[src/inc/acs_pkg.sv]
// Constants and types shared by the converter channel sequencer.
// Assumes a 200 MHz system clock and a host-driven serial link.
package acs_pkg;
  localparam int         CH_W       = 4;
  localparam int         CODE_W     = 12;
  localparam int         WORD_W     = 16;
  localparam int         NUM_CH     = 16;
  localparam logic [4:0] LAST_BIT   = 5'h0f;
  // Control word fields
  localparam int         F_WRITE    = 15;
  localparam int         F_SEQ      = 14;
  localparam int         F_ADDR_HI  = 13;
  localparam int         F_ADDR_LO  = 10;
  localparam int         F_SHADOW   = 9;
  localparam int         F_RANGE    = 0;
  localparam logic [1:0] SEQ_SINGLE = 2'h0;
  localparam logic [1:0] SEQ_ARM    = 2'h1;
  localparam logic [1:0] SEQ_KEEP   = 2'h2;
  localparam logic [1:0] SEQ_CONSEC = 2'h3;
  // Result coding and channel limits
  localparam logic [11:0] TWOS_FLIP = 12'h800;
  localparam logic [3:0]  FIRST_CH  = 4'h0;
  localparam logic [3:0]  TOP_CH    = 4'hf;
  // Register map, byte addresses
  localparam int         ADDR_W     = 4;
  localparam logic [3:0] REG_CFG    = 4'h0;
  localparam logic [3:0] REG_STATUS = 4'h4;
  localparam logic [3:0] REG_SHADOW = 4'h8;
  localparam logic [3:0] REG_WORDS  = 4'hc;
  localparam int         CFG_EN     = 0;
  localparam logic       CFG_EN_RST = 1'b1;

  typedef enum {
    ACS_SINGLE,
    ACS_ARM,
    ACS_LIST,
    ACS_CONSEC
  } acs_mode_e;

  // One result word as it leaves on the link
  typedef struct packed {
    logic [3:0]  ch;
    logic [11:0] code;
  } acs_word_s;

  // Link pins as sampled
  typedef struct packed {
    logic frame_n;
    logic sclk;
    logic din;
  } acs_link_s;
endpackage

[src/verilog/acs_seq.sv]
// Channel sequencer and serial port of a 16-input converter.
// Assumes the host drives frame select, serial clock and data in,
// and that the analog core returns one code per conversion start.
`timescale 1ns/1ps
module acs_seq (
  input  wire logic                      clk_in,
  input  wire logic                      sys_rst_in,
  // Avalon-MM slave
  input  wire logic [acs_pkg::ADDR_W-1:0] avs_address_in,
  input  wire logic                      avs_read_in,
  input  wire logic                      avs_write_in,
  input  wire logic [31:0]               avs_writedata_in,
  input  wire logic [3:0]                avs_byteenable_in,
  output logic      [31:0]               avs_readdata_out,
  output logic                           avs_waitrequest_out,
  // Serial link pins
  input  wire logic                      converter_frame_select_n_in,
  input  wire logic                      converter_serial_clock_in,
  input  wire logic                      converter_serial_in_in,
  output logic                           converter_serial_out_out,
  output logic                           converter_serial_oe_n_out,
  // Analog core
  output logic      [3:0]                mux_channel_out,
  output logic                           span_double_out,
  output logic                           conv_start_out,
  output logic                           sar_step_out,
  input  wire logic                      code_valid_in,
  input  wire logic [11:0]               code_in,
  output logic                           code_ready_out
);
  acs_pkg::acs_link_s link_raw;
  acs_pkg::acs_link_s link_s;
  acs_pkg::acs_mode_e mode_reg;
  acs_pkg::acs_word_s push_word;
  acs_pkg::acs_word_s head_word;
  acs_pkg::acs_word_s head_word_q;
  logic        frame_d_reg;
  logic        sclk_d_reg;
  logic        frame_fall;
  logic        frame_rise;
  logic        sclk_fall;
  logic        sclk_rise;
  logic        active_reg;
  logic [4:0]  bit_cnt_reg;
  logic [14:0] rx_reg;
  logic [15:0] rx_word;
  logic        word_done;
  logic [15:0] tx_reg;
  logic [3:0]  cur_ch_reg;
  logic [3:0]  last_ch_reg;
  logic [3:0]  conv_ch_reg;
  logic [15:0] shadow_reg;
  logic        range_reg;
  logic        enable_reg;
  logic [15:0] words_reg;
  logic        ack_reg;
  logic        head_valid;
  logic        head_pop;
  logic [1:0]  seq_bits;

  // Lowest selected channel above cur, else the lowest selected one
  function automatic logic [3:0] next_ch(input logic [15:0] mask,
                                         input logic [3:0]  cur);
    logic [3:0] pick;
    logic       found;
    pick  = acs_pkg::FIRST_CH;
    found = 1'b0;
    for (int i = acs_pkg::NUM_CH - 1; i >= 0; i--) begin
      if (mask[i] && (4'(i) > cur)) begin
        pick  = 4'(i);
        found = 1'b1;
      end
    end
    if (!found) begin
      for (int i = acs_pkg::NUM_CH - 1; i >= 0; i--) begin
        if (mask[i]) begin
          pick = 4'(i);
        end
      end
    end
    return pick;
  endfunction

  // Mask of channels 0 up to and including last
  function automatic logic [15:0] upto_mask(input logic [3:0] last);
    logic [15:0] m;
    m = '0;
    for (int i = 0; i < acs_pkg::NUM_CH; i++) begin
      m[i] = (4'(i) <= last);
    end
    return m;
  endfunction

  // Link pins pass two flops before use
  assign link_raw = '{frame_n: converter_frame_select_n_in,
                      sclk:    converter_serial_clock_in,
                      din:     converter_serial_in_in};

  acs_sync #(
    .W (3)
  ) u_sync (
    .clk_in     (clk_in),
    .sys_rst_in (sys_rst_in),
    .d_in       (link_raw),
    .q_out      (link_s)
  );

  // Edge detection on synchronised pins
  always_ff @(posedge clk_in) begin
    if (sys_rst_in) begin
      frame_d_reg <= 1'b0; // Matches the synchroniser's reset output, so no false fall
      sclk_d_reg  <= 1'b0;
    end else begin
      frame_d_reg <= link_s.frame_n;
      sclk_d_reg  <= link_s.sclk;
    end
  end

  assign frame_fall = frame_d_reg & ~link_s.frame_n;
  assign frame_rise = ~frame_d_reg & link_s.frame_n;
  assign sclk_fall  = sclk_d_reg & ~link_s.sclk;
  assign sclk_rise  = ~sclk_d_reg & link_s.sclk;
  assign rx_word    = {rx_reg, link_s.din};
  assign word_done  = active_reg & sclk_fall & (bit_cnt_reg == acs_pkg::LAST_BIT);
  assign seq_bits   = {rx_word[acs_pkg::F_SEQ], rx_word[acs_pkg::F_SHADOW]};

  // Frame tracking and bit count
  always_ff @(posedge clk_in) begin
    if (sys_rst_in) begin
      active_reg  <= 1'b0;
      bit_cnt_reg <= 5'h00;
    end else if (frame_fall && enable_reg) begin
      active_reg  <= 1'b1;
      bit_cnt_reg <= 5'h00;
    end else if (frame_rise || word_done) begin
      active_reg  <= 1'b0;
    end else if (active_reg && sclk_fall) begin
      bit_cnt_reg <= bit_cnt_reg + 5'h01;
    end
  end

  // Control data shifts in on serial clock falls
  always_ff @(posedge clk_in) begin
    if (sys_rst_in) begin
      rx_reg <= '0;
    end else if (active_reg && sclk_fall) begin
      rx_reg <= rx_word[14:0];
    end
  end

  // Result word shifts out, first bit at the frame fall
  always_ff @(posedge clk_in) begin
    if (sys_rst_in) begin
      tx_reg                    <= '0;
      converter_serial_out_out  <= 1'b0;
      converter_serial_oe_n_out <= 1'b1;
    end else if (frame_fall && enable_reg) begin
      tx_reg                    <= {head_word[14:0], 1'b0};
      converter_serial_out_out  <= head_word[15];
      converter_serial_oe_n_out <= 1'b0;
    end else if (active_reg && sclk_fall) begin
      tx_reg                    <= {tx_reg[14:0], 1'b0};
      converter_serial_out_out  <= tx_reg[15];
    end else if (frame_rise) begin
      converter_serial_oe_n_out <= 1'b1;
    end
  end

  // Empty buffer sends the channel about to convert with a zero code
  assign head_word = head_valid ? head_word_q : acs_pkg::acs_word_s'{ch: cur_ch_reg, code: '0};
  // Pop happens with the load of the outgoing word
  assign head_pop  = frame_fall & enable_reg;

  // Conversion start and successive approximation steps
  always_ff @(posedge clk_in) begin
    if (sys_rst_in) begin
      conv_start_out <= 1'b0;
      sar_step_out   <= 1'b0;
      conv_ch_reg    <= acs_pkg::FIRST_CH;
    end else begin
      conv_start_out <= frame_fall & enable_reg;
      sar_step_out   <= active_reg & sclk_rise;
      if (frame_fall && enable_reg) begin
        conv_ch_reg <= cur_ch_reg;
      end
    end
  end

  // Core output gets its channel tag and coding
  always_comb begin
    push_word.ch   = conv_ch_reg;
    push_word.code = range_reg ? (code_in ^ acs_pkg::TWOS_FLIP) : code_in;
  end

  acs_buf2 #(
    .DW (acs_pkg::WORD_W)
  ) u_buf (
    .clk_in        (clk_in),
    .sys_rst_in    (sys_rst_in),
    .in_valid_in   (code_valid_in),
    .in_data_in    (push_word),
    .in_ready_out  (code_ready_out),
    .out_valid_out (head_valid),
    .out_data_out  (head_word_q),
    .out_ready_in  (head_pop)
  );

  // Analog routing
  assign mux_channel_out = cur_ch_reg;
  assign span_double_out = range_reg;

  // Sequencer acts on each complete received word
  always_ff @(posedge clk_in) begin
    if (sys_rst_in) begin
      mode_reg    <= acs_pkg::ACS_SINGLE;
      cur_ch_reg  <= acs_pkg::FIRST_CH;
      last_ch_reg <= acs_pkg::TOP_CH;
      shadow_reg  <= '0;
      range_reg   <= 1'b0;
    end else if (word_done) begin
      if (mode_reg == acs_pkg::ACS_ARM) begin
        shadow_reg <= rx_word;
        mode_reg   <= acs_pkg::ACS_LIST;
        cur_ch_reg <= next_ch(rx_word, acs_pkg::TOP_CH);
      end else if (rx_word[acs_pkg::F_WRITE]) begin
        range_reg <= rx_word[acs_pkg::F_RANGE];
        case (seq_bits)
          acs_pkg::SEQ_ARM: begin
            mode_reg   <= acs_pkg::ACS_ARM;
            cur_ch_reg <= rx_word[acs_pkg::F_ADDR_HI:acs_pkg::F_ADDR_LO];
          end
          acs_pkg::SEQ_CONSEC: begin
            mode_reg    <= acs_pkg::ACS_CONSEC;
            last_ch_reg <= rx_word[acs_pkg::F_ADDR_HI:acs_pkg::F_ADDR_LO];
            cur_ch_reg  <= acs_pkg::FIRST_CH;
          end
          acs_pkg::SEQ_KEEP: begin
            if (mode_reg == acs_pkg::ACS_LIST) begin
              cur_ch_reg <= next_ch(shadow_reg, cur_ch_reg);
            end else if (mode_reg == acs_pkg::ACS_CONSEC) begin
              cur_ch_reg <= next_ch(upto_mask(last_ch_reg), cur_ch_reg);
            end else begin
              cur_ch_reg <= rx_word[acs_pkg::F_ADDR_HI:acs_pkg::F_ADDR_LO];
            end
          end
          default: begin
            mode_reg   <= acs_pkg::ACS_SINGLE;
            cur_ch_reg <= rx_word[acs_pkg::F_ADDR_HI:acs_pkg::F_ADDR_LO];
          end
        endcase
      end else begin
        case (mode_reg)
          acs_pkg::ACS_LIST: begin
            cur_ch_reg <= next_ch(shadow_reg, cur_ch_reg);
          end
          acs_pkg::ACS_CONSEC: begin
            cur_ch_reg <= next_ch(upto_mask(last_ch_reg), cur_ch_reg);
          end
          default: begin
            cur_ch_reg <= cur_ch_reg;
          end
        endcase
      end
    end
  end

  // Count of complete words received
  always_ff @(posedge clk_in) begin
    if (sys_rst_in) begin
      words_reg <= '0;
    end else if (word_done) begin
      words_reg <= words_reg + 16'h0001;
    end
  end

  // Avalon slave: one wait state per access
  assign avs_waitrequest_out = (avs_read_in | avs_write_in) & ~ack_reg;

  always_ff @(posedge clk_in) begin
    if (sys_rst_in) begin
      ack_reg <= 1'b0;
    end else begin
      ack_reg <= (avs_read_in | avs_write_in) & ~ack_reg;
    end
  end

  // Configuration write takes effect with the answer
  always_ff @(posedge clk_in) begin
    if (sys_rst_in) begin
      enable_reg <= acs_pkg::CFG_EN_RST;
    end else if (avs_write_in && ack_reg && avs_byteenable_in[0] &&
                 (avs_address_in == acs_pkg::REG_CFG)) begin
      enable_reg <= avs_writedata_in[acs_pkg::CFG_EN];
    end
  end

  // Read data, zero for unmapped addresses
  always_ff @(posedge clk_in) begin
    if (sys_rst_in) begin
      avs_readdata_out <= '0;
    end else if (avs_read_in && !ack_reg) begin
      case (avs_address_in)
        acs_pkg::REG_CFG:    avs_readdata_out <= {31'h0, enable_reg};
        acs_pkg::REG_STATUS: avs_readdata_out <= {16'h0, 2'(mode_reg), 1'b0, active_reg,
                                                  last_ch_reg, cur_ch_reg, 3'h0, range_reg};
        acs_pkg::REG_SHADOW: avs_readdata_out <= {16'h0, shadow_reg};
        acs_pkg::REG_WORDS:  avs_readdata_out <= {16'h0, words_reg};
        default:             avs_readdata_out <= '0;
      endcase
    end
  end
endmodule

[src/verilog/acs_sync.sv]
// Two-stage synchroniser for a group of asynchronous inputs.
// Assumes the inputs change slowly against clk_in.
`timescale 1ns/1ps
module acs_sync #(
  parameter int W = 3
) (
  input  wire logic         clk_in,
  input  wire logic         sys_rst_in,
  input  wire logic [W-1:0] d_in,
  output logic      [W-1:0] q_out
);
  logic [W-1:0] meta_reg;

  // First stage feeds only the second
  always_ff @(posedge clk_in) begin
    if (sys_rst_in) begin
      meta_reg <= '0;
      q_out    <= '0;
    end else begin
      meta_reg <= d_in;
      q_out    <= meta_reg;
    end
  end
endmodule

[src/verilog/acs_buf2.sv]
// Two-entry buffer with valid and ready on both sides.
// Assumes both sides run on clk_in.
`timescale 1ns/1ps
module acs_buf2 #(
  parameter int DW = 16
) (
  input  wire logic          clk_in,
  input  wire logic          sys_rst_in,
  input  wire logic          in_valid_in,
  input  wire logic [DW-1:0] in_data_in,
  output logic               in_ready_out,
  output logic               out_valid_out,
  output logic      [DW-1:0] out_data_out,
  input  wire logic          out_ready_in
);
  logic [DW-1:0] mem_reg [2];
  logic          wr_ptr_reg;
  logic          rd_ptr_reg;
  logic [1:0]    count_reg;
  logic          push;
  logic          pop;

  // Full and empty come straight from the count
  assign in_ready_out  = (count_reg != 2'h2);
  assign out_valid_out = (count_reg != 2'h0);
  assign out_data_out  = mem_reg[rd_ptr_reg];
  assign push          = in_valid_in & in_ready_out;
  assign pop           = out_valid_out & out_ready_in;

  // Storage and pointers
  always_ff @(posedge clk_in) begin
    if (sys_rst_in) begin
      wr_ptr_reg <= 1'b0;
      rd_ptr_reg <= 1'b0;
      count_reg  <= 2'h0;
    end else begin
      if (push) begin
        mem_reg[wr_ptr_reg] <= in_data_in;
        wr_ptr_reg          <= ~wr_ptr_reg;
      end
      if (pop) begin
        rd_ptr_reg <= ~rd_ptr_reg;
      end
      count_reg <= count_reg + {1'b0, push} - {1'b0, pop};
    end
  end
endmodule

[config.mk]
export PLATFORM = sky130hd
export DESIGN_NAME = acs_seq
export DESIGN_NICKNAME = d
export VERILOG_FILES = /design/src/inc/acs_pkg.sv /design/src/verilog/acs_seq.sv /design/src/verilog/acs_sync.sv /design/src/verilog/acs_buf2.sv
export SDC_FILE = /design/constraint.sdc
export NUM_CORES = 1
export LEC_CHECK = 0
export CORE_MARGIN = 1.5
export CORE_UTILIZATION = 62
export DETAILED_ROUTE_END_ITERATION = 16
export DONT_BUFFER_PORTS = 1
export MAX_ROUTING_LAYER = met4
export PLACE_DENSITY = 0.74
export SETUP_SLACK_MARGIN = 0.2
export SLEW_MARGIN = 40
export SYNTH_ARGS = -nofsm -noshare
export SYNTH_HDL_FRONTEND = slang
export SYNTH_SLANG_ARGS = --single-unit
[constraint.sdc]
create_clock -name clk_in -period 3.94 [get_ports clk_in]
set_input_delay 0.591 -clock clk_in [delete_from_list [all_inputs] [get_ports clk_in]]
set_output_delay 0.591 -clock clk_in [all_outputs]
set_load 0.05 [all_outputs]
==> results of run 1 <==
cell usage after synthesis, types with 7 or more instances:
cell | count | share of area, %
nand2_1 | 120 | 6.0
dfxtp_1 | 118 | 32
nor2_1 | 113 | 5.7
a21oi_1 | 78 | 5.2
clkbuf_1 | 62 | 3.1
o21ai_0 | 34 | 2.3
edfxtp_1 | 32 | 13
nor3_1 | 31 | 2.1
inv_1 | 20 | 1.0
nor2b_1 | 19 | 1.6
buf_4 | 18 | 1.8
mux2i_1 | 18 | 2.4
xor2_1 | 16 | 1.9
o21a_1 | 15 | 1.5
a222oi_1 | 11 | 1.5
nand3_1 | 11 | 0.74
a211oi_1 | 9 | 0.90
a311oi_1 | 8 | 0.94
and3_1 | 8 | 0.67
nor4_1 | 8 | 0.67
nand2b_1 | 7 | 0.59
worst max-delay path, cell delays in order, from the launching register on:
cell and delay (ns):
dfxtp_1 0.55, buf_4 0.45, nand3_4 0.14, o22ai_2 0.15
nand2_1 0.11, or3_4 0.41, or4_1 0.55, a221o_1 0.34
a311oi_2 0.21
stage by stage:
step / instance area, um2 / power, mW / hold WS [ns]
2_1_floorplan: 7530 / 1.80 / 0.414
3_3_place_gp: 7430 / 1.79 / 0.422
3_5_place_dp: 7430 / 1.80 / 0.430
4_1_cts: 8050 / 3.46 / 0.225
5_1_grt: 8050 / 3.55 / 0.219
6_report: 8050 / 3.45 / 0.236
worst paths after layout:
kind                                                         to  slack, ns  depth (start not counted)
worst max register to register  mux_channel_out[2]$_SDFFE_PP0P_       0.94                          8
worst max-delay path            mux_channel_out[2]$_SDFFE_PP0P_       0.94                          8
worst min register to register       u_sync.q_out[0]$_SDFF_PP0_       0.44                          1
worst min-delay path              u_sync.meta_reg[1]$_SDFF_PP0_       0.24                          1
layout make-up:
class                   instances  area [um2]
fillers                       930        3520
clock buffers                  19         433
multi-input cells             650        3740
repair buffers                 15         113
flip-flops and latches        150        3320
inverters                      20        75.1
clock inverters                13         180
well taps                     143         179
report_power, final:
group / switching (mW) / internal, mW
Combinational: 0.101 / 0.0368
Sequential: 0.0220 / 1.61
Clock: 0.627 / 1.06
Total: 0.750 / 2.70
kinds of logic after synthesis:
family	Yosys count	synth area share (%)
DFF	150	44.5
buffers and inverters	108	6.50
muxes	20	2.71
adders and majority gates	5	0.837
xor gates and xnor gates	22	2.58
other	1	0.0502
AOI/OAI and AO/OA	230	20.7
and+or+nand+nor	357	22.1
per-layer routing:
layer / vias up / GRT usage [%] / share of wire, %
li1: 3067 / - / -
met1: 3046 / 41.5 / 45
met2: 293 / 46.4 / 45
met3: 20 / 7.02 / 8.4
met4: 0 / 8.35 / 1.0
met5: - / - / 0
==> results_tabular.tex, run 1 <==
\begin{tabular}{lr}
\hline
Metric & Value \\
\hline
\multicolumn{2}{l}{\textbf{Routing}} \\
DRC violation count after routing & 0 \\
Number of vias after detailed routing & 6,426 \\
DR WL/cell & approximately 18 um \\
First DRT Iteration DRCs & $\sim$750 \\
Detailed Routing Iterations Pass 1 & 6 \\
Count of nets left with antenna violations after detail routing & 0 \\
Via-to-Cell Ratio & about 6.4 \\
Detailed Route WL & 18.6 mm \\
\multicolumn{2}{l}{\textbf{Logic synthesis}} \\
Async S/R FF share, synth & 0\% \\
Yosys synthesis warning count & 0 \\
Number of flops mapped to enable cells by yosys & 32 \\
Synth cell types & 75 \\
Average size of a mapped cell & 8.37 um2 \\
Summed instance area of the synthesized netlist & between 7000 and 8000 um2 \\
Primary FF master, synth & dfxtp\_1 \\
Flop and latch count out of synthesis & 150 \\
Sequential cell area fraction in the yosys report & between 40 and 50\% \\
Syn Inst Count & about 890 \\
\multicolumn{2}{l}{\textbf{Worst setup path}} \\
CP Data Required Time & about 4.3 ns \\
Capturing element type of the critical path & flip-flop \\
Worst Setup Start Kind & flip-flop \\
Critical path peak fanout & 20 \\
Worst setup path startpoint & mux\_channel\_out[2]\$\_SDFFE\_PP0P\_ \\
Arrival time at the worst endpoint & between 3 and 4 ns \\
Critical path class & flip-flop to flip-flop \\
Launch instance of the worst register-to-register path & mux\_channel\_out[2]\$\_SDFFE\_PP0P\_ \\
\multicolumn{2}{l}{\textbf{CTS}} \\
Clk\_lat worst skew & 0.42 ns \\
Post-CTS Setup Bufs & 0 \\
Maximum clock path buffer count & 2 \\
Root buffer cell & clkbuf\_16 \\
Number of levels the H-tree was split into & 4 \\
CTS tree & built \\
Cts hold-fix bufs & 0 \\
Total of cells resized after clock tree synthesis & 0 \\
Number of sinks driven by the clock tree & 150 \\
Clock transition at path regs & about 0.06 ns \\
Number of buffers inserted during clock tree synthesis & 17 \\
\multicolumn{2}{l}{\textbf{Timing}} \\
Setup violators final & 0 \\
Minimum clock period after layout & between 2 and 3 ns \\
Fraction of the cycle the final worst path needs & about three quarters \\
Final Max Slew Viols & 0 \\
Headroom to the max-slew limit & approximately 41\% \\
Minimum setup slack in the final design & 0.940 ns \\
Upper clock frequency limit & around 330 MHz \\
RSZ-0062 raised after global routing & false \\
Hold violation total from the final report & 0 \\
Setup TNS after final layout & 0 ns \\
Worst Skew & around 0.0056 ns \\
Slew at the pin with the worst max-slew slack & $\sim$0.88 ns \\
\multicolumn{2}{l}{\textbf{Floorplanning}} \\
Core region area & approximately 12,000 um2 \\
Starting Density & $\sim$65\% \\
Top Ports & 103 \\
Chip height & between 100 and 150 um \\
Chip Width & 113 um \\
Total number of placement rows & 39 \\
DIE AREA & around 13,000 um2 \\
\multicolumn{2}{l}{\textbf{Cells and area}} \\
Total Nets Final & 919 \\
Layout Area Growth over Synthesis & 7.69\% \\
Flip-flop count of the largest register, all copies and words added & 32 \\
Fraction of final layout cells sized beyond drive strength 1 & 7.38\% \\
Final standard cell utilization of the core & 69.6\% \\
Most common cell after layout, fill and taps aside & nand2\_1 \\
Leading cell types in the layout, fill and taps excluded & 120 x nand2\_1, 117 x dfxtp\_1, 113 x nor2\_1, 78 x a21oi\_1, 34 x o21ai\_0 \\
Number of standard cells in the layout, taps in and fillers out & between 1,000 and 1,500 \\
Number of inserted diodes & 0 \\
\multicolumn{2}{l}{\textbf{Outcome}} \\
Run status & finished, final reports clean \\
\multicolumn{2}{l}{\textbf{Hold path}} \\
Worst hold path class & input pin to flip-flop \\
Worst min-delay path startpoint & sys\_rst\_in \\
\multicolumn{2}{l}{\textbf{Job}} \\
Number of violations of the max-capacitance limit & 0 \\
\multicolumn{2}{l}{\textbf{Global route}} \\
Number of global-route vias before repair & between 6,000 and 7,000 \\
Remaining global-route overflow & 0 \\
Largest net degree at the start of global routing & 120 \\
Gr usage total & between 30 and 40\% \\
First-pass GRT wire length & 30.1 mm \\
Number of antenna violations at the first check in global routing & 0 \\
\multicolumn{2}{l}{\textbf{Placed design}} \\
I/O Buffers & 0 \\
Count of placed standard cells including taps & a little under 1,000 \\
Pre-CTS setup slack & 1.01 ns \\
Detailed-placement wirelength estimate & about 13 mm \\
Routability-driven placement congestion ratio & $\sim$0.94 \\
\multicolumn{2}{l}{\textbf{Power}} \\
Leakage power total & between 2 and 3 nW \\
Power density relative to cell area & $\sim$430 nW/um2 \\
Maximum vdd ir drop & between 0.3 and 0.4 mV \\
\hline
\end{tabular}
No activity file was read; power rests on OpenSTA's default activity.
==> inputs of run 2 (changes only) <==
==> constraint.sdc (replaced) <==
create_clock -name clk_in -period 3.09 [get_ports clk_in]
set_input_delay 0.4635 -clock clk_in [delete_from_list [all_inputs] [get_ports clk_in]]
set_output_delay 0.4635 -clock clk_in [all_outputs]
set_load 0.05 [all_outputs]
==> results_tabular.tex, run 2 (synthesis results as in run 1) <==
\begin{tabular}{lr}
\hline
Metric & Value \\
\hline
\multicolumn{2}{l}{\textbf{CTS}} \\
Number of sinks driven by the clock tree & 150 (unchanged) \\
Clock transition at path regs & 0.06 ns (about the same) \\
Maximum clock path buffer count & 2 (unchanged) \\
Root buffer cell & clkbuf\_16 \\
Clk\_lat worst skew & 0.42 ns (about the same) \\
Number of buffers inserted during clock tree synthesis & 17 (unchanged) \\
CTS tree & built \\
Total of cells resized after clock tree synthesis & 0 (unchanged) \\
Cts hold-fix bufs & 0 (unchanged) \\
Number of levels the H-tree was split into & 4 (unchanged) \\
Post-CTS Setup Bufs & 0 (unchanged) \\
\multicolumn{2}{l}{\textbf{Placed design}} \\
Count of placed standard cells including taps & 996 (+1.8\%) \\
I/O Buffers & 0 (unchanged) \\
Detailed-placement wirelength estimate & 12.9 mm (+3.0\%) \\
Pre-CTS setup slack & 0.484 ns (-0.522 ns) \\
Cell area after placement & 7580 um2 (+2.0\%) \\
Routability-driven placement congestion ratio & 0.955 (+1.8\%) \\
\multicolumn{2}{l}{\textbf{Worst setup path}} \\
Arrival time at the worst endpoint & 3.02 ns (-0.31 ns) \\
Slowest cell on the critical path & dfxtp\_1 \\
Capturing element type of the critical path & flip-flop \\
Critical path peak fanout & 13 (-35\%) \\
Cell family with most CP delay & simple AND/OR/NAND/NOR gates \\
Launch instance of the worst register-to-register path & mux\_channel\_out[2]\$\_SDFFE\_PP0P\_ \\
Worst setup path startpoint & mux\_channel\_out[2]\$\_SDFFE\_PP0P\_ \\
CP Data Required Time & 3.43 ns (-0.84 ns) \\
Critical path class & flip-flop to flip-flop \\
Crit path depth & 7 (-1) \\
Delay of the slowest critical-path stage & 0.70 ns (+0.15 ns) \\
Total buffers and inverters traversed by the critical path & 0 (-1) \\
R2R depth & 7 (-1) \\
CP cell instances & o31ai\_1 -> o21ai\_1 -> nand2\_1 -> or3\_4 -> or4\_1 -> a221o\_1 -> a311oi\_2 \\
Worst Setup Start Kind & flip-flop \\
\multicolumn{2}{l}{\textbf{Timing}} \\
Smallest hold slack & 0.121 ns (-0.114 ns) \\
RSZ-0062 raised after global routing & false \\
Setup TNS after final layout & 0 ns (unchanged) \\
Fraction of the cycle the final worst path needs & 86.7\% (+11 points) \\
Final Max Slew Viols & 0 (unchanged) \\
Minimum clock period after layout & 2.68 ns (-0.321 ns) \\
Worst Skew & 0.00793 ns (+0.00228 ns) \\
Headroom to the max-slew limit & 41.4\% (+0.59 points) \\
Hold violation total from the final report & 0 (unchanged) \\
Setup violators final & 0 (unchanged) \\
Minimum setup slack in the final design & 0.411 ns (-0.529 ns) \\
Upper clock frequency limit & 373 MHz (+12\%) \\
Slew at the pin with the worst max-slew slack & 0.876 ns (-0.00879 ns) \\
\multicolumn{2}{l}{\textbf{Routing}} \\
Total met3 wirelength after detailed routing & 1.55 mm (-1.2\%) \\
DRC violation count after routing & 0 (unchanged) \\
DR WL/cell & 18.7 um (+1.5\%) \\
First DRT Iteration DRCs & 675 (-10\%) \\
Detailed Routing Iterations Pass 1 & 6 (unchanged) \\
Number of vias after detailed routing & 6,534 (+1.7\%) \\
Count of nets left with antenna violations after detail routing & 0 (unchanged) \\
Met2 wire len & 8.82 mm (+5.0\%) \\
Top layer reached by signal wires & met4 \\
Met1 Wirelength & 8.58 mm (+1.8\%) \\
Via-to-Cell Ratio & 6.36 (about the same) \\
Detailed Route WL & 19.2 mm (+3.3\%) \\
\multicolumn{2}{l}{\textbf{Global route}} \\
Number of global-route vias before repair & 5,983 (-0.33\%) \\
Remaining global-route overflow & 0 (unchanged) \\
Number of antenna violations at the first check in global routing & 0 (unchanged) \\
First-pass GRT wire length & 30.8 mm (+2.5\%) \\
Gr usage total & 31.6\% (+0.97 points) \\
Largest net degree at the start of global routing & 120 (unchanged) \\
\multicolumn{2}{l}{\textbf{Floorplanning}} \\
Top Ports & 103 (unchanged) \\
Starting Density & 64.6\% (unchanged) \\
Total number of placement rows & 39 (unchanged) \\
Core region area & 11,600 um2 (unchanged) \\
DIE AREA & 12,700 um2 (unchanged) \\
Chip height & 113 um (unchanged) \\
Chip Width & 113 um (unchanged) \\
\multicolumn{2}{l}{\textbf{Power}} \\
Leakage power total & 2.82 nW (+3.0\%) \\
Reg power frac & 48.8\% (+1.6 points) \\
Internal & 3.28 mW (+22\%) \\
Post-layout power & 4.26 mW (+23\%) \\
Power density relative to cell area & 522 nW/um2 (+22\%) \\
Switching Power & 0.971 mW (+30\%) \\
Switching power as a share of total power & 22.8\% (+1.1 points) \\
Share of total power in the clock network & 47.0\% (-1.8 points) \\
Combinational fraction of design power & 4.2\% (+0.2 points) \\
Maximum vdd ir drop & 0.463 mV (+25\%) \\
\multicolumn{2}{l}{\textbf{Cells and area}} \\
Total Nets Final & 937 (+2.0\%) \\
Fraction of final layout cells sized beyond drive strength 1 & 9.49\% (+2.1 points) \\
Flip-flop count of the largest register, all copies and words added & 32 (unchanged) \\
Final standard cell utilization of the core & 70.6\% (+0.97 points) \\
Post-route design area & 8160 um2 (+1.4\%) \\
Most common cell after layout, fill and taps aside & nand2\_1 \\
Number of standard cells in the layout, taps in and fillers out & 1,028 (+1.8\%) \\
Number of inserted diodes & 0 (unchanged) \\
Leading cell types in the layout, fill and taps excluded & 120 x nand2\_1, 117 x dfxtp\_1, 113 x nor2\_1, 78 x a21oi\_1, 34 x o21ai\_0 \\
Layout Area Growth over Synthesis & 9.19\% \\
\multicolumn{2}{l}{\textbf{Hold path}} \\
Worst hold path class & input pin to flip-flop \\
Worst Hold Depth & 1 (unchanged) \\
Worst min-delay path startpoint & sys\_rst\_in \\
\multicolumn{2}{l}{\textbf{Job}} \\
Number of violations of the max-capacitance limit & 0 (unchanged) \\
\multicolumn{2}{l}{\textbf{Outcome}} \\
Run status & finished, final reports clean \\
\hline
\end{tabular}
## run 2: cell count changes in the layout (fill, tap and decap cells not counted)
cell,change
inv_6,+1
clkinv_2,+1
clkinv_4,+3
bufinv_16,-2
clkinvlp_4,-1
buf_12,+1
clkbuf_1,-2
buf_4,+17
## run 2: path summary, 6_finish.rpt
kind	endpoint	slack [ns]
worst max register to register	mux_channel_out[2]$_SDFFE_PP0P_	0.41
worst max-delay path	mux_channel_out[2]$_SDFFE_PP0P_	0.41
worst min register to register	u_sync.q_out[1]$_SDFF_PP0_	0.44
worst min-delay path	u_sync.meta_reg[1]$_SDFF_PP0_	0.12
## run 2: final cells by class
class | count | area (um2)
Tap cell | 143 | 179
Sequential cell | 150 | 3320
Timing Repair Buffer | 33 | 260
Multi-Input combinational cell | 650 | 3740
Inverter | 20 | 75.1
Clock buffer | 17 | 425
Clock inverter | 15 | 153
Fill cell | 888 | 3410
## run 2: power by group through the flow
stage                     logic, mW  clock network, mW  registers [mW]
after floorplan               0.185                  0            2.11
final                         0.178               2.00            2.08
after detailed placement      0.175                  0            2.12
after global placement        0.170                  0            2.11
after CTS                     0.178               2.03            2.08
after global routing          0.194               2.11            2.08
## run 2: layer usage
| layer | track usage, % | up-vias |
|---|---|---|
| met5 | - | - |
| met4 | 9.11 | 0 |
| met3 | 6.70 | 19 |
| met2 | 47.6 | 310 |
| met1 | 43.2 | 3093 |
| li1 | - | 3112 |
==> inputs of run 3 (changes only) <==
--- a/config.mk
+++ b/config.mk
@@ -5,6 +5,7 @@
 export SDC_FILE = /design/constraint.sdc
 export NUM_CORES = 1
 export LEC_CHECK = 0
+export CORE_ASPECT_RATIO = 1.75
 export CORE_MARGIN = 1.5
 export CORE_UTILIZATION = 62
 export DETAILED_ROUTE_END_ITERATION = 16
==> results_tabular.tex, run 3 (synthesis results as in run 1) <==
\begin{tabular}{lr}
\hline
Metric & Value \\
\hline
\multicolumn{2}{l}{\textbf{Outcome}} \\
Run status & finished, final reports clean \\
\multicolumn{2}{l}{\textbf{Timing}} \\
Setup TNS after final layout & 0 ns (unchanged) \\
Fraction of the cycle the final worst path needs & 89.6\% (+2.9 points) \\
Headroom to the max-slew limit & 47.7\% (+6.3 points) \\
Slew at the pin with the worst max-slew slack & 0.764 ns (-0.112 ns) \\
Upper clock frequency limit & 361 MHz (-3.3\%) \\
Final Max Slew Viols & 0 (unchanged) \\
Worst Skew & 0.00890 ns (+0.000970 ns) \\
Hold violation total from the final report & 0 (unchanged) \\
RSZ-0062 raised after global routing & false \\
Minimum clock period after layout & 2.77 ns (+0.0908 ns) \\
Setup violators final & 0 (unchanged) \\
\multicolumn{2}{l}{\textbf{Cells and area}} \\
Flip-flop count of the largest register, all copies and words added & 32 (unchanged) \\
Fraction of final layout cells sized beyond drive strength 1 & 9.32\% (-0.17 points) \\
Number of inserted diodes & 0 (unchanged) \\
Number of filler instances in the final layout & 962 (+8.3\%) \\
Leading cell types in the layout, fill and taps excluded & 120 x nand2\_1, 116 x dfxtp\_1, 112 x nor2\_1, 78 x a21oi\_1, 34 x o21ai\_0 \\
Layout Area Growth over Synthesis & 8.57\% \\
Most common cell after layout, fill and taps aside & nand2\_1 \\
Total Nets Final & 932 (-0.53\%) \\
\multicolumn{2}{l}{\textbf{CTS}} \\
Cts hold-fix bufs & 0 (unchanged) \\
Number of levels the H-tree was split into & 4 (unchanged) \\
Maximum clock path buffer count & 2 (unchanged) \\
Root buffer cell & clkbuf\_16 \\
Clock transition at path regs & 0.06 ns (about the same) \\
Clk\_lat worst skew & 0.42 ns (about the same) \\
CTS tree & built \\
Number of buffers inserted during clock tree synthesis & 17 (unchanged) \\
Post-CTS Setup Bufs & 0 (unchanged) \\
Number of sinks driven by the clock tree & 150 (unchanged) \\
\multicolumn{2}{l}{\textbf{Hold path}} \\
Worst Hold Depth & 1 (unchanged) \\
Worst hold path class & input pin to flip-flop \\
\multicolumn{2}{l}{\textbf{Routing}} \\
DR WL/cell & 20.2 um (+8.0\%) \\
First DRT Iteration DRCs & 598 (-11\%) \\
Detailed Routing Iterations Pass 1 & 7 (+1) \\
DRC violation count after routing & 0 (unchanged) \\
Number of vias after detailed routing & 6,524 (-0.15\%) \\
Count of nets left with antenna violations after detail routing & 0 (unchanged) \\
Detailed Route WL & 20.5 mm (+6.7\%) \\
Via-to-Cell Ratio & 6.43 (+1.1\%) \\
\multicolumn{2}{l}{\textbf{Floorplanning}} \\
Core region area & 11,600 um2 (+0.70\%) \\
Total number of placement rows & 52 (+33\%) \\
DIE AREA & 12,700 um2 (+0.20\%) \\
Chip height & 148 um (+31\%) \\
Top Ports & 103 (unchanged) \\
Starting Density & 64.2\% (-0.45 points) \\
Chip Width & 86.0 um (-24\%) \\
\multicolumn{2}{l}{\textbf{Power}} \\
Switching Power & 1.07 mW (+11\%) \\
Post-layout power & 4.28 mW (+0.54\%) \\
Leakage power total & 2.79 nW (-1.1\%) \\
Reg power frac & 48.5\% (-0.3 points) \\
Maximum vdd ir drop & 0.392 mV (-15\%) \\
Combinational fraction of design power & 4.3\% (about the same) \\
Switching power as a share of total power & 25.1\% (+2.3 points) \\
Internal & 3.20 mW (-2.4\%) \\
Share of total power in the clock network & 47.2\% (+0.2 points) \\
Power density relative to cell area & 527 nW/um2 (+1.1\%) \\
\multicolumn{2}{l}{\textbf{Global route}} \\
Remaining global-route overflow & 0 (unchanged) \\
Number of global-route vias before repair & 6,456 (+7.9\%) \\
Largest net degree at the start of global routing & 120 (unchanged) \\
Number of antenna violations at the first check in global routing & 0 (unchanged) \\
Gr usage total & 33.3\% (+1.7 points) \\
First-pass GRT wire length & 32.3 mm (+5.0\%) \\
\multicolumn{2}{l}{\textbf{Placed design}} \\
Detailed-placement wirelength estimate & 14.2 mm (+10\%) \\
Routability-driven placement congestion ratio & 0.935 (-2.0\%) \\
I/O Buffers & 0 (unchanged) \\
\multicolumn{2}{l}{\textbf{Worst setup path}} \\
Critical path class & flip-flop to flip-flop \\
Arrival time at the worst endpoint & 3.10 ns (+0.08 ns) \\
Worst Setup Start Kind & flip-flop \\
R2R depth & 8 (+1) \\
Capturing element type of the critical path & flip-flop \\
CP Data Required Time & 3.43 ns (about the same) \\
Critical path peak fanout & 11 (-2) \\
\multicolumn{2}{l}{\textbf{Job}} \\
Number of violations of the max-capacitance limit & 0 (unchanged) \\
\hline
\end{tabular}
[run 3: cell types whose count changed in the layout (fill, tap and decap cells not counted), sizes merged]
cell / delta
clkinv: -7
inv: +7
buf: -5
bufinv: -2
clkbuf: +1
clkinvlp: +1
[run 3: worst paths after layout]
check                                                startpoint                               to  slack [ns]
worst min register to register    u_sync.meta_reg[2]$_SDFF_PP0_       u_sync.q_out[2]$_SDFF_PP0_        0.45
worst max-delay path            mux_channel_out[0]$_SDFFE_PP0P_  mux_channel_out[2]$_SDFFE_PP0P_        0.32
worst min-delay path                                 sys_rst_in      conv_ch_reg[0]$_SDFFE_PP0P_        0.11
worst max register to register  mux_channel_out[0]$_SDFFE_PP0P_  mux_channel_out[2]$_SDFFE_PP0P_        0.32
[run 3: metrics by stage]
stage	setup slack [ns]	hold WS, ns	cells	utilization (%)	instance area, um2
2_1_floorplan	0.435	0.414	908	-	7530
3_3_place_gp	0.339	0.425	983	64.7	7530
3_5_place_dp	0.334	0.433	983	64.7	7540
4_1_cts	0.311	0.100	1015	69.6	8110
5_1_grt	0.218	0.102	1015	69.7	8110
6_report	0.320	0.114	1015	69.7	8110
[run 3: power by group through the flow]
stage	sequential [mW]	combinational, mW	clock [mW]
final	2.08	0.185	2.02
after global routing	2.08	0.198	2.12
after CTS	2.08	0.185	2.04
after detailed placement	2.12	0.182	0
after global placement	2.12	0.175	0
after floorplan	2.11	0.185	0
[run 3: worst max-delay path, stage by stage, from the launching register on]
cell and delay [ns]:
dfxtp_1 0.53, buf_4 0.34, o21ai_0 0.19, o21ai_0 0.13, and2_1 0.19, a21oi_1 0.16
or4_1 0.61, a221o_1 0.33, a311oi_2 0.19
[run 3: area by class of cell]
cell class	count	area (um2)	area share, %
inverter	20	75.1	0.925
clock buffer	18	450	5.55
tap	135	169	2.08
multi-input combinational	650	3740	46.2
timing repair buffer	28	223	2.75
clock inverter	14	125	1.54
sequential	150	3330	41.0
[run 3: routing by layer]
layer	routed length, um	track usage, %
met5	0	-
met4	869	15.5
met3	1140	5.16
met2	11100	59.8
met1	7410	35.1
[run 3: timing repair]
item / in CTS / in global routing
setup endpoints to repair: 0 / 1
endpoints found under the hold margin: 0 / 0
gates resized for setup: 0 / 1
